[config.mk]
export PLATFORM = sky130hd
export DESIGN_NAME = capture_window_scale_regs
export DESIGN_NICKNAME = d
export VERILOG_FILES = /design/src/split_word_reg.v /design/src/limit_clamp.v /design/src/capture_window_scale_regs.v
export VERILOG_INCLUDE_DIRS = /design/src
export SDC_FILE = /design/constraint.sdc
export NUM_CORES = 1
export LEC_CHECK = 0
export BUFFER_PORTS_ARGS = -buffer_cell sky130_fd_sc_hd__buf_2
export CAP_MARGIN = 20
export CORE_MARGIN = 2
export CORE_UTILIZATION = 61
export CTS_CLUSTER_DIAMETER = 200
export DETAILED_ROUTE_END_ITERATION = 7
export PLACE_DENSITY = 0.91
export SYNTH_ARGS = -nofsm -noshare
export SYNTH_HDL_FRONTEND = slang
export SYNTH_SLANG_ARGS = --single-unit
[constraint.sdc]
create_clock -name ref_clk -period 10.53 [get_ports ref_clk]
set_input_delay 3.159 -clock ref_clk [delete_from_list [all_inputs] [get_ports ref_clk]]
set_output_delay 3.159 -clock ref_clk [all_outputs]
set_load 0.02 [all_outputs]
[src/capture_window_scale_regs.vh]
// register offsets, field positions, reset values and timing for the capture window / scale register bank
// assumes a byte-wide register port with 8-bit addresses from the serial control slave
`ifndef CAPTURE_WINDOW_SCALE_REGS_VH
`define CAPTURE_WINDOW_SCALE_REGS_VH

// byte offsets
`define OFS_EXT_CTRL_LO     8'h66
`define OFS_EXT_CTRL_HI     8'h67
`define OFS_HCAP_OFS_LO     8'h68
`define OFS_HCAP_OFS_HI     8'h69
`define OFS_VCAP_OFS_LO     8'h6A
`define OFS_VCAP_OFS_HI     8'h6B
`define OFS_HSCALE_LO       8'h6C
`define OFS_HSCALE_HI       8'h6D
`define OFS_VSCALE_LO       8'h6E
`define OFS_VSCALE_HI       8'h6F
`define OFS_HPAN_LO         8'h70

// extended control low fields
`define BIT_ZOOM            0
`define BIT_GAIN            1
`define BIT_FREEZE          2
`define BIT_INTERLACE       5
`define MASK_EXT_CTRL_LO    8'h27
// extended control high fields
`define MASK_EXT_CTRL_HI    8'h07
`define PAT_INVALID         3'h0

// reset values
`define RST_EXT_CTRL_LO     8'h00
`define RST_EXT_CTRL_HI     8'h00
`define RST_WORD            16'h0000

// timing: limit computation finishes within this time
`define LIMIT_TIME_MS       25
`define CLK_PERIOD_NS       10
`define LIMIT_CYCLES        ((`LIMIT_TIME_MS * 1000000) / `CLK_PERIOD_NS)

`endif

[src/split_word_reg.v]
// one signed 16-bit register written as a low/high byte pair
// assumes writes are single-cycle strobes on the device clock
`timescale 1ns/1ns
`include "capture_window_scale_regs.vh"
module split_word_reg
(
  ref_clk,
  rst,
  wr_lo,
  wr_hi,
  wr_data,
  load_clamp,
  clamp_value,
  value,
  written
);
  input             ref_clk;      // device clock
  input             rst;          // async reset
  input             wr_lo;        // host writes bits 7..0
  input             wr_hi;        // host writes bits 15..8
  input      [7:0]  wr_data;      // host byte
  input             load_clamp;   // controller writes back limit
  input      [15:0] clamp_value;  // clamped value
  output     [15:0] value;        // current contents
  output            written;      // pulse on any host byte write

  reg [15:0] value_q;             // stored word

  assign value   = value_q;
  assign written = wr_lo | wr_hi;

  // host byte writes win over a controller write-back in the same cycle
  always @(posedge ref_clk or posedge rst)
  begin
    if (rst)
      value_q <= `RST_WORD;
    else if (wr_lo | wr_hi)
    begin
      if (wr_lo)
        value_q[7:0] <= wr_data;
      if (wr_hi)
        value_q[15:8] <= wr_data;
    end
    else if (load_clamp)
      value_q <= clamp_value;
  end
endmodule // split_word_reg

[src/limit_clamp.v]
// clamps one signed 16-bit value between a minimum and a maximum
// assumes limits are given as two's complement and min <= max
`timescale 1ns/1ns
module limit_clamp
(
  value,
  lim_min,
  lim_max,
  clamped,
  changed
);
  input      [15:0] value;    // value as written
  input      [15:0] lim_min;  // lower limit
  input      [15:0] lim_max;  // upper limit
  output reg [15:0] clamped;  // value inside the limits
  output            changed;  // clamping altered the value

  assign changed = (clamped != value);

  // signed compare against both limits
  always @*
  begin
    if ($signed(value) > $signed(lim_max))
      clamped = lim_max;
    else if ($signed(value) < $signed(lim_min))
      clamped = lim_min;
    else
      clamped = value;
  end
endmodule // limit_clamp

[src/capture_window_scale_regs.v]
// register bank for capture window offset, scale steps, mode bits and test pattern
// the four signed words are clamped to controller limits once the limit timer runs out
// assumes a byte register port (addr, wr/rd strobes) from the serial slave, limits from the controller
// assumes the limit inputs are stable on the device clock and min <= max for every word
`timescale 1ns/1ns
`include "capture_window_scale_regs.vh"

// byte map served here
//   0x66       mode byte: zoom, input gain, freeze, interlace detect
//   0x67       test pattern code, three bits
//   0x68/0x69  horizontal capture offset, low then high byte
//   0x6A/0x6B  vertical capture offset, low then high byte
//   0x6C/0x6D  horizontal scale step, low then high byte
//   0x6E/0x6F  vertical scale step, low then high byte
//   0x70       horizontal pan position, low byte only
// every other address reads zero and ignores writes
// writes to 0x68..0x70 (re)start the limit timer; when it runs out
// all four words are replaced by their clamped values in one cycle

module capture_window_scale_regs
#(
  parameter LIMIT_CYCLES = `LIMIT_CYCLES  // worst-case limit computation time
)
(
  ref_clk,
  rst,
  reg_addr,
  reg_wr,
  reg_wdata,
  reg_rd,
  reg_rdata,
  hcap_min,
  hcap_max,
  vcap_min,
  vcap_max,
  hscale_min,
  hscale_max,
  vscale_min,
  vscale_max,
  output_calibration_bit,
  limits_busy,
  zoom_enable,
  input_gain_select,
  freeze_frame,
  interlace_detect_enable,
  test_pattern_select,
  test_pattern_active,
  hcap_shift,
  vcap_shift,
  hscale_adjust,
  vscale_adjust,
  horiz_pan_position_low,
  pan_low_active
);
  // register port
  input             ref_clk;                  // device clock
  input             rst;                      // async reset, active high
  input      [7:0]  reg_addr;                 // register byte address
  input             reg_wr;                   // write strobe
  input      [7:0]  reg_wdata;                // write byte
  input             reg_rd;                   // read strobe
  output reg [7:0]  reg_rdata;                // read byte, registered
  // limits from the controller, signed
  input      [15:0] hcap_min;                 // horizontal offset limits
  input      [15:0] hcap_max;
  input      [15:0] vcap_min;                 // vertical offset limits
  input      [15:0] vcap_max;
  input      [15:0] hscale_min;               // horizontal step limits
  input      [15:0] hscale_max;
  input      [15:0] vscale_min;               // vertical step limits
  input      [15:0] vscale_max;
  input             output_calibration_bit;   // from system control register
  // mode, pattern and pan outputs
  output            limits_busy;              // controller computing limits
  output            zoom_enable;              // zoom mode
  output            input_gain_select;        // 0: 1x, 1: 1.43x
  output            freeze_frame;             // 0: continuous, 1: frozen
  output            interlace_detect_enable;  // 1: detect interlaced input
  output     [2:0]  test_pattern_select;      // pattern code
  output            test_pattern_active;      // pattern drives output
  // effective signed values
  output reg [15:0] hcap_shift;               // signed horizontal window shift
  output reg [15:0] vcap_shift;               // signed vertical window shift
  output reg [15:0] hscale_adjust;            // signed horizontal step
  output reg [15:0] vscale_adjust;            // signed vertical step
  output     [7:0]  horiz_pan_position_low;   // pan low byte
  output            pan_low_active;           // pan byte in effect

  // limit controller states
  localparam ST_IDLE  = 1'b0;                 // no computation pending
  localparam ST_CALC  = 1'b1;                 // computing limits

  // byte registers and the limit timer
  reg  [7:0]  ext_ctrl_lo_q;                  // extended control low
  reg  [7:0]  ext_ctrl_hi_q;                  // extended control high
  reg  [7:0]  pan_lo_q;                       // pan position low byte
  reg         state_q;                        // limit controller state
  reg  [31:0] calc_cnt_q;                     // computation timer

  // per-word plumbing between decode, storage and clamps
  wire [3:0]  wr_lo;                          // per-word low byte writes
  wire [3:0]  wr_hi;                          // per-word high byte writes
  wire [3:0]  word_written;                   // per-word write pulses
  wire [63:0] words;                          // all four words packed
  wire [63:0] clamped;                        // clamped values packed
  wire [63:0] lim_min;                        // limits packed
  wire [63:0] lim_max;
  wire        calc_done;                      // write-back moment
  wire        any_written;                    // any limited register written

  // limits packed in word order: h offset, v offset, h step, v step
  assign lim_min = {vscale_min, hscale_min, vcap_min, hcap_min};
  assign lim_max = {vscale_max, hscale_max, vcap_max, hcap_max};

  // one word register and clamp per offset / step value
  genvar gi;
  generate
    for (gi = 0; gi < 4; gi = gi + 1)
    begin : g_word
      // byte addresses of this word, kept 32 bits wide for the compare
      localparam [31:0] LO_ADDR = `OFS_HCAP_OFS_LO + 2 * gi;
      localparam [31:0] HI_ADDR = `OFS_HCAP_OFS_HI + 2 * gi;

      // low byte at even offset, high byte at next
      assign wr_lo[gi] = reg_wr & ({24'h000000, reg_addr} == LO_ADDR);
      assign wr_hi[gi] = reg_wr & ({24'h000000, reg_addr} == HI_ADDR);

      // storage: host bytes win over the write-back
      split_word_reg u_word
      (
        .ref_clk     (ref_clk),
        .rst         (rst),
        .wr_lo       (wr_lo[gi]),
        .wr_hi       (wr_hi[gi]),
        .wr_data     (reg_wdata),
        .load_clamp  (calc_done),
        .clamp_value (clamped[gi*16 +: 16]),
        .value       (words[gi*16 +: 16]),
        .written     (word_written[gi])
      );

      // clamp against this word's limits, used only at write-back
      limit_clamp u_clamp
      (
        .value   (words[gi*16 +: 16]),
        .lim_min (lim_min[gi*16 +: 16]),
        .lim_max (lim_max[gi*16 +: 16]),
        .clamped (clamped[gi*16 +: 16]),
        .changed ()
      );
    end
  endgenerate

  // any write that must restart the limit computation
  assign any_written = (|word_written) | (reg_wr & (reg_addr == `OFS_HPAN_LO));

  // control bytes and pan byte, reserved bits dropped on write
  always @(posedge ref_clk or posedge rst)
  begin
    if (rst)
    begin
      // all modes off, pattern invalid
      ext_ctrl_lo_q <= `RST_EXT_CTRL_LO;
      ext_ctrl_hi_q <= `RST_EXT_CTRL_HI;
      pan_lo_q      <= 8'h00;
    end
    else if (reg_wr)
    begin
      // mode byte
      if (reg_addr == `OFS_EXT_CTRL_LO)
        ext_ctrl_lo_q <= reg_wdata & `MASK_EXT_CTRL_LO;
      // pattern byte
      if (reg_addr == `OFS_EXT_CTRL_HI)
        ext_ctrl_hi_q <= reg_wdata & `MASK_EXT_CTRL_HI;
      // pan byte, stored as written
      if (reg_addr == `OFS_HPAN_LO)
        pan_lo_q <= reg_wdata;
    end
  end

  // limit controller: each new write restarts the computation window
  // the count runs from 0 up to LIMIT_CYCLES - 1 while busy
  always @(posedge ref_clk or posedge rst)
  begin
    if (rst)
    begin
      // idle after reset, nothing to clamp
      state_q    <= ST_IDLE;
      calc_cnt_q <= 32'h00000000;
    end
    else
    begin
      case (state_q)
        ST_IDLE:
        begin
          // waiting for a limited register write
          if (any_written)
          begin
            state_q    <= ST_CALC;
            calc_cnt_q <= 32'h00000000;
          end
        end
        ST_CALC:
        begin
          // a fresh write pushes the deadline out again
          if (any_written)
            calc_cnt_q <= 32'h00000000;         // restart on new value
          else if (calc_done)
            state_q <= ST_IDLE;
          else
            calc_cnt_q <= calc_cnt_q + 32'h00000001;
        end
        // unreachable with a single state bit
        default:
          state_q <= ST_IDLE;
      endcase
    end
  end

  // write-back at the end of the computation window
  // a host write in the last cycle wins and restarts the timer,
  // so the write-back never fights a byte write in the word registers
  assign calc_done   = (state_q == ST_CALC) & ~any_written &
                       (calc_cnt_q == LIMIT_CYCLES - 1);
  // busy from the first write until the write-back edge
  assign limits_busy = (state_q == ST_CALC);

  // mode bits
  assign zoom_enable             = ext_ctrl_lo_q[`BIT_ZOOM];
  assign input_gain_select       = ext_ctrl_lo_q[`BIT_GAIN];
  assign freeze_frame            = ext_ctrl_lo_q[`BIT_FREEZE];
  assign interlace_detect_enable = ext_ctrl_lo_q[`BIT_INTERLACE];
  assign test_pattern_select     = ext_ctrl_hi_q[2:0];
  // pattern only drives the output with calibration on and a valid code
  assign test_pattern_active     = output_calibration_bit &
                                   (ext_ctrl_hi_q[2:0] != `PAT_INVALID);
  assign horiz_pan_position_low  = pan_lo_q;
  assign pan_low_active          = zoom_enable;

  // effective offsets and steps; offsets held at zero in zoom mode
  // one cycle lag behind the stored words is harmless for frame-rate users
  always @(posedge ref_clk or posedge rst)
  begin
    if (rst)
    begin
      // neutral shift and scale after reset
      hcap_shift    <= `RST_WORD;
      vcap_shift    <= `RST_WORD;
      hscale_adjust <= `RST_WORD;
      vscale_adjust <= `RST_WORD;
    end
    else
    begin
      // zoom hands positioning over to the pan registers
      hcap_shift    <= zoom_enable ? `RST_WORD : words[15:0];
      vcap_shift    <= zoom_enable ? `RST_WORD : words[31:16];
      hscale_adjust <= words[47:32];
      vscale_adjust <= words[63:48];
    end
  end

  // registered read port
  // outside a read strobe the last byte stands
  always @(posedge ref_clk or posedge rst)
  begin
    if (rst)
      reg_rdata <= 8'h00;
    else if (reg_rd)
    begin
      case (reg_addr)
        // mode bytes
        `OFS_EXT_CTRL_LO: reg_rdata <= ext_ctrl_lo_q;
        `OFS_EXT_CTRL_HI: reg_rdata <= ext_ctrl_hi_q;
        // capture offsets
        `OFS_HCAP_OFS_LO: reg_rdata <= words[7:0];
        `OFS_HCAP_OFS_HI: reg_rdata <= words[15:8];
        `OFS_VCAP_OFS_LO: reg_rdata <= words[23:16];
        `OFS_VCAP_OFS_HI: reg_rdata <= words[31:24];
        // scale steps
        `OFS_HSCALE_LO:   reg_rdata <= words[39:32];
        `OFS_HSCALE_HI:   reg_rdata <= words[47:40];
        `OFS_VSCALE_LO:   reg_rdata <= words[55:48];
        `OFS_VSCALE_HI:   reg_rdata <= words[63:56];
        // pan low byte
        `OFS_HPAN_LO:     reg_rdata <= pan_lo_q;
        default:          reg_rdata <= 8'h00;          // unmapped reads zero
      endcase
    end
  end
endmodule // capture_window_scale_regs

==> results.ini, run 1 <==
[timing]
drv_slew=0
period_share=0.649
hold_ws_ps=441
setup-tns-final_ps=0
hold_viol=0
relSlewSlack=0.266
worst_pin_slew_ps=1100
fmax_ghz=0.146
grt_setup_unrepaired=false
skew_ps=8.59
min_period_ps=6830
setup_viol=0

[worst_setup_path]
crit_type=input port to output port
endpoint_kind=output port
crit_arrival_ps=3670
reg2reg_to=g_word[0].u_word.value[4]$_DFFE_PP0P_
r2r_slack_ps=6820
start_kind=input port
r2r_cells=10
r2r_start=g_word[0].u_word.value[11]$_DFFE_PP0P_
crit_fanout=1
cp.required_ps=7370

[logic_synthesis]
synth_area_per_cell_um2=9.52
yosysSeqAreaShare=0.382
yosys_warnings=0
netlist_instances=1267
synth-edff-count=0
syn_area_um2=12100
yosysTopAreaCell=dfrtp_1
async_reset_ff_frac=1.00
ys_types=66
ys_ff_latch=184
syn_nets=1541
synth_area_leaders=dfrtp_1, ha_1, mux2_2
synth_ff_type=dfrtp_1
yosysTopAreaCellShare=0.382

[route]
wl_per_cell_um=20.7
drtPass1Iterations=6
drtIter0Drc=1099
routed_wl_mm=36.6
avgViaCountPerCell=6.29
drtAntennaViolNets=0
dr_total_vias=11100
drcViolationCount=0

[floorplanning]
fp.dieH_um=145
ioPinCount=239
die_area_um2=20900
die_x_um=145
rows=51
core_um2=19400
start_util=0.622

[min_path]
worstHoldEndpoint=hscale_adjust[0]$_DFF_PP0_
worstHoldStart=g_word[2].u_word.value[0]$_DFFE_PP0P_
min_path_type=flop to flop
holdPathStages=0

[clock_tree]
clock-sinks=184
cts_tree=built
cts_resized=0
cts_buffers=17
clk_pin_slew_ps=70
clock_path_buffers=2
postCtsSetupBuffers=0
root_buffer=clkbuf_16
htreeDepth=4
insertion_delay_ps=450
holdBufCountCts=0

[pwr]
power_density_nw_per_um2=139
ir_drop_uv=138
power_leakage_uw=0.00751

[global_route]
track_usage=0.351
grt_pass1_wl_mm=55.7
antenna_found_initial=5
grt_pass1_vias=10900
grt_remaining_overflow=0
grt_max_degree=111

[placement]
detailed_place_hpwl_mm=26.2
port_buffers=238
gp_congestion=0.933

[flow_run]
cap_violations=0

[cells_and_area]
area_growth_pct=17.2
num-nets-final=1759
drive_gt1_frac=0.251

[status]
status=finished, final reports clean

==> worst max path at each step <==
stage | from | to | slack (ps)
after global placement | output_calibration_bit | test_pattern_active | 3730
after CTS | output_calibration_bit | test_pattern_active | 3720
final | output_calibration_bit | test_pattern_active | 3700
after global routing | output_calibration_bit | test_pattern_active | 3720
after floorplan | rst | calc_cnt_q[0]$_DFFE_PP0P_ | 2370
after detailed placement | output_calibration_bit | test_pattern_active | 3720
==> critical path, cell delays in order <==
cell	delay, ps
buf_2	110
o31a_1	210
buf_2	190
==> cell usage after synthesis (9+ instances only) <==
library cell and instances:
nor4_1 9, nand4_1 32, dfrtp_1 184, inv_1 150
nand3_1 23, a31oi_1 11, nand2_1 51, a22oi_1 10
xnor2_1 9, clkbuf_1 35, mux2_2 82, nor3_1 9
ha_1 125, o21ai_0 46, nand2b_1 9, or3_1 10
a21o_1 19, xor2_1 18, a21oi_1 96, nor2b_1 29
o32ai_1 16, mux2i_1 54, nor2_1 133
==> layout make-up <==
type                    count  area (µm²)
clock buffers              18         429
inverters                 150         568
multi-input cells         887        6710
clock inverters            13         200
well taps                 265         332
diodes                      4        10.0
repair buffers            245        1270
fillers                  1350        5270
flip-flops and latches    184        4600
==> cells in the final DEF (no fill, tap or decap), types with 46 or more instances in the layout <==
master	n
nor2_1	132
inv_1	149
nand2_1	51
mux2_2	82
o21ai_0	46
dfrtp_1	184
mux2i_1	54
a21oi_1	96
buf_2	238
ha_1	125
==> cells by family after synthesis <==
kind of cell	after synthesis	synth area share
AOI/OAI and AO/OA	253	0.134
xor gates and xnor gates	27	0.0196
buffers and inverters	196	0.0623
DFF	184	0.382
and+or+nand+nor	339	0.139
muxes	143	0.134
adders and majority gates	125	0.130
==> power breakdown <==
| group | leakage, µW | internal (µW) | switching (µW) | total [µW] |
|---|---|---|---|---|
| clock network | 0.000288 | 399 | 294 | 693 |
| logic | 0.00487 | 180 | 246 | 426 |
| registers | 0.00235 | 769 | 70.8 | 840 |
| total | 0.00751 | 1350 | 611 | 1960 |
==> registers in the layout, summed over array words and instances, names as in the netlist <==
register	count
reg_rdata	8
ext_ctrl_lo_q	4
limits_busy	1
g_word.u_word.value	64
calc_cnt_q	32
hscale_adjust	16
ext_ctrl_hi_q	3
hcap_shift	16
vscale_adjust	16
horiz_pan_position_low	8
vcap_shift	16
==> routing by layer <==
layer | routed length, µm | global-route usage
met5 | 14 | 0
met4 | 2270 | 0.216
met3 | 3750 | 0.0861
met2 | 17300 | 0.573
met1 | 13200 | 0.419
==> per-stage QoR <==
step | total power (µW) | cells | utilization | setup slack, ps | cell area [µm²]
after floorplan | 1110 | 1267 | - | 2370 | 12100
after global placement | 1240 | 1729 | 0.693 | 3730 | 13400
after detailed placement | 1260 | 1729 | 0.693 | 3720 | 13400
after CTS | 1950 | 1760 | 0.726 | 3720 | 14100
after global routing | 2030 | 1764 | 0.728 | 3720 | 14100
final | 1960 | 1766 | 0.728 | 3700 | 14100
Power figures use the tool's default switching activity.
==> run 2: changes to the inputs <==
- CORE_UTILIZATION: 61 -> 56
- PLACE_DENSITY: 0.91 -> 0.85
- clock period: 10.53 -> 6.9 ns (I/O delays scaled with it)
==> run 2 against run 1 <==
Combinational power rose by 52%. Register-to-register slack got worse by 3600 ps. Non-clock buffer count rose by 1. First-iteration DRC count fell by 11%. Setup slack got worse by 1900 ps. Global-route usage fell by 3.5 points. Worst hold slack improved by 11 ps. Routed wire length fell by 2.9%. Via count fell by 2.5%. Critical path depth rose by 5. Highest routed layer unchanged.
==> results.ini, run 2 (synthesis gave the netlist of run 1 again) <==
[pwr]
total_power_uw=2890
comb_power_share=0.224
p_sw_frac=0.324
p_clk_frac=0.334
seqPwrFrac=0.442
power_density_nw_per_um2=205
power_leakage_uw=0.00750
p_sw_uw=937
ir_drop_uv=170
internal_power_uw=1960

[timing]
fmax_ghz=0.196
relSlewSlack=0.283
setup-tns-final_ps=0
worst_pin_slew_ps=1070
period_share=0.739
skew_ps=12.6
setup_viol=0
grt_setup_unrepaired=false
hold_viol=0
min_period_ps=5100
drv_slew=0

[worst_setup_path]
crit_chain=buf_2, nor2_1, a31oi_1, o21ai_0, or4bb_1, o31ai_1, a21boi_1, o32ai_1
endpoint_kind=flop
max_stage_delay_ps=730
start_kind=input port
reg2reg_to=g_word[3].u_word.value[4]$_DFFE_PP0P_
r2r_slack_ps=3270
r2r_start=g_word[3].u_word.value[1]$_DFFE_PP0P_
cp.depth=8
crit_type=input port to flop
cp.required_ps=7180
crit_slowest_cell=a21boi_1
cp_top_family=compound AO/OA/AOI/OAI gates
r2r_cells=10
crit_fanout=38
worst-path-buf-inv=1
crit_arrival_ps=5380

[clock_tree]
root_buffer=clkbuf_16
htreeDepth=4
insertion_delay_ps=440
postCtsSetupBuffers=0
clock-sinks=184
clock_path_buffers=2
clk_pin_slew_ps=80
cts_tree=built
cts_resized=0
holdBufCountCts=0
cts_buffers=17

[route]
drtIter0Drc=983
routed_wl_mm=35.5
dr_total_vias=10800
avgViaCountPerCell=6.08
drcViolationCount=0
wl_per_cell_um=20.0
drtPass1Iterations=5
drtAntennaViolNets=0

[cells_and_area]
drive_gt1_frac=0.252
area_growth_pct=16.9
final_cells=1779
largest_reg_flops=64
final_cell_mix=buf_2, dfrtp_1, inv_1
num-nets-final=1760
final_common_cell=buf_2

[min_path]
worstHoldEndpoint=vscale_adjust[0]$_DFF_PP0_
worstHoldStart=g_word[3].u_word.value[0]$_DFFE_PP0P_
min_path_type=flop to flop
holdPathStages=0

[flow_run]
cap_violations=0

[status]
status=finished, final reports clean

[floorplanning]
die_x_um=151
core_um2=21100
die_area_um2=22700
ioPinCount=239
start_util=0.572
fp.dieH_um=151
rows=53

[global_route]
grtUsageMet2=0.511
grt_pass1_vias=10700
grt_max_degree=141
top_usage_layer=met2
grtUsageMet1=0.388
antenna_found_initial=7
grt_pass1_wl_mm=55.1
grt_remaining_overflow=0
track_usage=0.316
grtUsageMet3=0.0867

[placement]
gp_congestion=0.966
dpl.cell_count=1740
detailed_place_hpwl_mm=26.6
port_buffers=238

-- run 2: cell types whose count changed in the layout (fill, tap and decap cells not counted) --
cell,previous run,this run
clkinv_8,1,0
inv_6,2,4
clkinvlp_4,5,4
inv_8,0,4
bufinv_16,4,1
diode_2,4,6
clkinv_2,0,1
buf_12,0,2
clkinv_4,2,0
buf_16,1,0
-- run 2: final cells by class --
| cell class | instances | area, µm² |
|---|---|---|
| fill | 1625 | 6990 |
| clock inverter | 13 | 138 |
| antenna | 6 | 15.0 |
| tap | 275 | 344 |
| inverter | 150 | 567 |
| timing repair buffer | 246 | 1280 |
| sequential | 184 | 4600 |
| clock buffer | 18 | 429 |
| multi-input combinational | 887 | 6710 |
-- run 2: how the worst max path moves through the flow --
stage	startpoint	endpoint	slack, ps
floorplan	vcap_max[1]	g_word[1].u_word.value[10]$_DFFE_PP0P_	2240
global placement	reg_addr[0]	g_word[0].u_word.value[1]$_DFFE_PP0P_	1580
detailed placement	reg_addr[0]	g_word[0].u_word.value[6]$_DFFE_PP0P_	1520
CTS	reg_addr[0]	g_word[0].u_word.value[6]$_DFFE_PP0P_	1960
global route	reg_addr[0]	g_word[0].u_word.value[1]$_DFFE_PP0P_	1620
finish	reg_addr[0]	g_word[0].u_word.value[6]$_DFFE_PP0P_	1800
-- run 2: power groups by stage --
stage / Sequential [µW] / Clock (µW) / Combinational [µW]
floorplan: 1310 / 0 / 383
global placement: 1290 / 0 / 609
CTS: 1280 / 977 / 640
finish: 1280 / 966 / 649
detailed placement: 1300 / 0 / 632
global route: 1290 / 1020 / 715
-- run 2: routing by layer --
layer	wire length, µm	part of all wire
met1	13700	0.39
met2	16500	0.46
met3	3680	0.10
met4	1630	0.046
met5	10	0.00028
-- run 2: per-stage QoR --
| stage | hold WS, ps | worst slack, ps | utilization | area (µm²) |
|---|---|---|---|---|
| 2_1_floorplan | 381 | 2240 | - | 12100 |
| 3_3_place_gp | 434 | 1580 | 0.639 | 13500 |
| 3_5_place_dp | 437 | 1520 | 0.639 | 13500 |
| 4_1_cts | 451 | 1960 | 0.666 | 14000 |
| 5_1_grt | 465 | 1620 | 0.668 | 14100 |
| 6_report | 452 | 1800 | 0.668 | 14100 |
==> run 3: changes to the inputs <==
- CORE_UTILIZATION: 56 -> 51
- PLACE_DENSITY: 0.85 -> 0.82
- clock period: 6.9 -> 4.4 ns (I/O delays scaled with it)
==> run 3 against run 2 <==
Via count decreased by 2.3%. Global-route usage fell by 3.0 points. Flip-flop and latch count unchanged. Clock power rose by 68%. Routed wire length rose by 0.26%. Utilization down 5.7 points. Total power increased by 60%. Non-clock buffer count grew 10. Worst hold slack worse by 21 ps.
==> results.ini, run 3 (synthesis gave the netlist of run 1 again) <==
[pwr]
ir_drop_uv=226
power_leakage_uw=0.00757
power_density_nw_per_um2=325

[worst_setup_path]
endpoint_kind=flop
crit_type=input port to flop
reg2reg_to=g_word[0].u_word.value[6]$_DFFE_PP0P_
r2r_cells=8
crit_arrival_ps=3960
r2r_start=calc_cnt_q[0]$_DFFE_PP0P_
crit_fanout=9
startpoint=reg_addr[3]
start_kind=input port
r2r_slack_ps=1020
cp.required_ps=4690

[clock_tree]
holdBufCountCts=0
clock_path_buffers=2
postCtsSetupBuffers=0
root_buffer=clkbuf_16
clk_pin_slew_ps=80
cts_buffers=17
clock-sinks=184
insertion_delay_ps=440
cts_tree=built
htreeDepth=4
cts_resized=0

[floorplanning]
core_um2=23300
start_util=0.517
die_x_um=158
rows=56
die_area_um2=24900
fp.dieH_um=158
ioPinCount=239

[cells_and_area]
largest_reg_flops=64
layout.area.seq_um2=4600
final_common_cell=buf_2
n_fill_cell=1941
multi_input_area_um2=6710
drive_gt1_frac=0.258
final_cell_mix=buf_2, dfrtp_1, inv_1
num-nets-final=1770
area_growth_pct=18.4

[route]
avgViaCountPerCell=5.76
drtAntennaViolNets=0
drtIter0Drc=808
routed_wl_mm=35.6
dr_total_vias=10600
drtPass1Iterations=8
drcViolationCount=0
wl_per_cell_um=19.4

[placement]
detailed_place_hpwl_mm=27.3
port_buffers=238
pre_cts_slack_ps=342
gp_congestion=0.959

[global_route]
grt_max_degree=80
grt_pass1_wl_mm=54.7
antenna_found_initial=8
grt_pass1_vias=10500
track_usage=0.287
grt_remaining_overflow=0

[timing]
setup_viol=0
drv_slew=0
grt_setup_unrepaired=false
setup-tns-final_ps=0
worst_pin_slew_ps=922
period_share=0.834
skew_ps=10.2
hold_viol=0
worst_slack_ps=731
min_period_ps=3670
relSlewSlack=0.384
fmax_ghz=0.273

[flow_run]
cap_violations=0

[min_path]
worstHoldStart=g_word[3].u_word.value[0]$_DFFE_PP0P_
min_path_type=flop to flop
worstHoldEndpoint=vscale_adjust[0]$_DFF_PP0_
holdPathStages=0

[status]
status=finished, final reports clean

## run 3: final cells by class
class / instances / share of cell area
clock buffer: 17 / 0.0298
tap: 319 / 0.0280
sequential: 184 / 0.323
multi-input combinational: 887 / 0.470
clock inverter: 15 / 0.0137
antenna: 7 / 0.00123
inverter: 150 / 0.0397
timing repair buffer: 256 / 0.0947
## run 3: worst max path at each step
| stage | to | slack (ps) | cells past startpoint |
|---|---|---|---|
| 6_report | g_word[0].u_word.value[6]$_DFFE_PP0P_ | 730 | 8 |
| 4_1_cts | g_word[1].u_word.value[12]$_DFFE_PP0P_ | 790 | 11 |
| 2_1_floorplan | g_word[1].u_word.value[10]$_DFFE_PP0P_ | 490 | 11 |
| 3_5_place_dp | g_word[1].u_word.value[12]$_DFFE_PP0P_ | 340 | 11 |
| 5_1_grt | g_word[1].u_word.value[9]$_DFFE_PP0P_ | 590 | 11 |
| 3_3_place_gp | g_word[3].u_word.value[0]$_DFFE_PP0P_ | 360 | 10 |
## run 3: power by group
group,internal [µW],switching [µW],leakage (µW)
Sequential,1840,168,0.00235
Combinational,437,577,0.00492
Clock,871,751,0.000301
Total,3150,1500,0.00757
## run 3: critical path: stages
cell	delay [ps]
buf_2	140
nor2b_1	150
a31oi_1	320
o21ai_0	230
or4bb_1	660
o31ai_1	300
a21boi_1	640
o32ai_1	200
## run 3: per-stage QoR
stage | area, µm² | utilization | hold WS (ps) | total power [µW] | cells
after floorplan | 12100 | - | 381 | 2650 | 1267
after CTS | 14300 | 0.611 | 436 | 4650 | 1828
after detailed placement | 13600 | 0.584 | 423 | 3030 | 1796
after global routing | 14300 | 0.611 | 448 | 4850 | 1831
final | 14300 | 0.612 | 431 | 4640 | 1835
after global placement | 13600 | 0.584 | 429 | 2990 | 1796
## run 3: layer usage
layer	wire length, µm	vias up	track usage	part of all wire
met4	1440	2	0.127	0.040
met2	16700	455	0.477	0.47
met3	3420	99	0.0649	0.096
met5	14	-	0	0.00039
met1	14000	5069	0.358	0.39
li1	-	4949	-	-
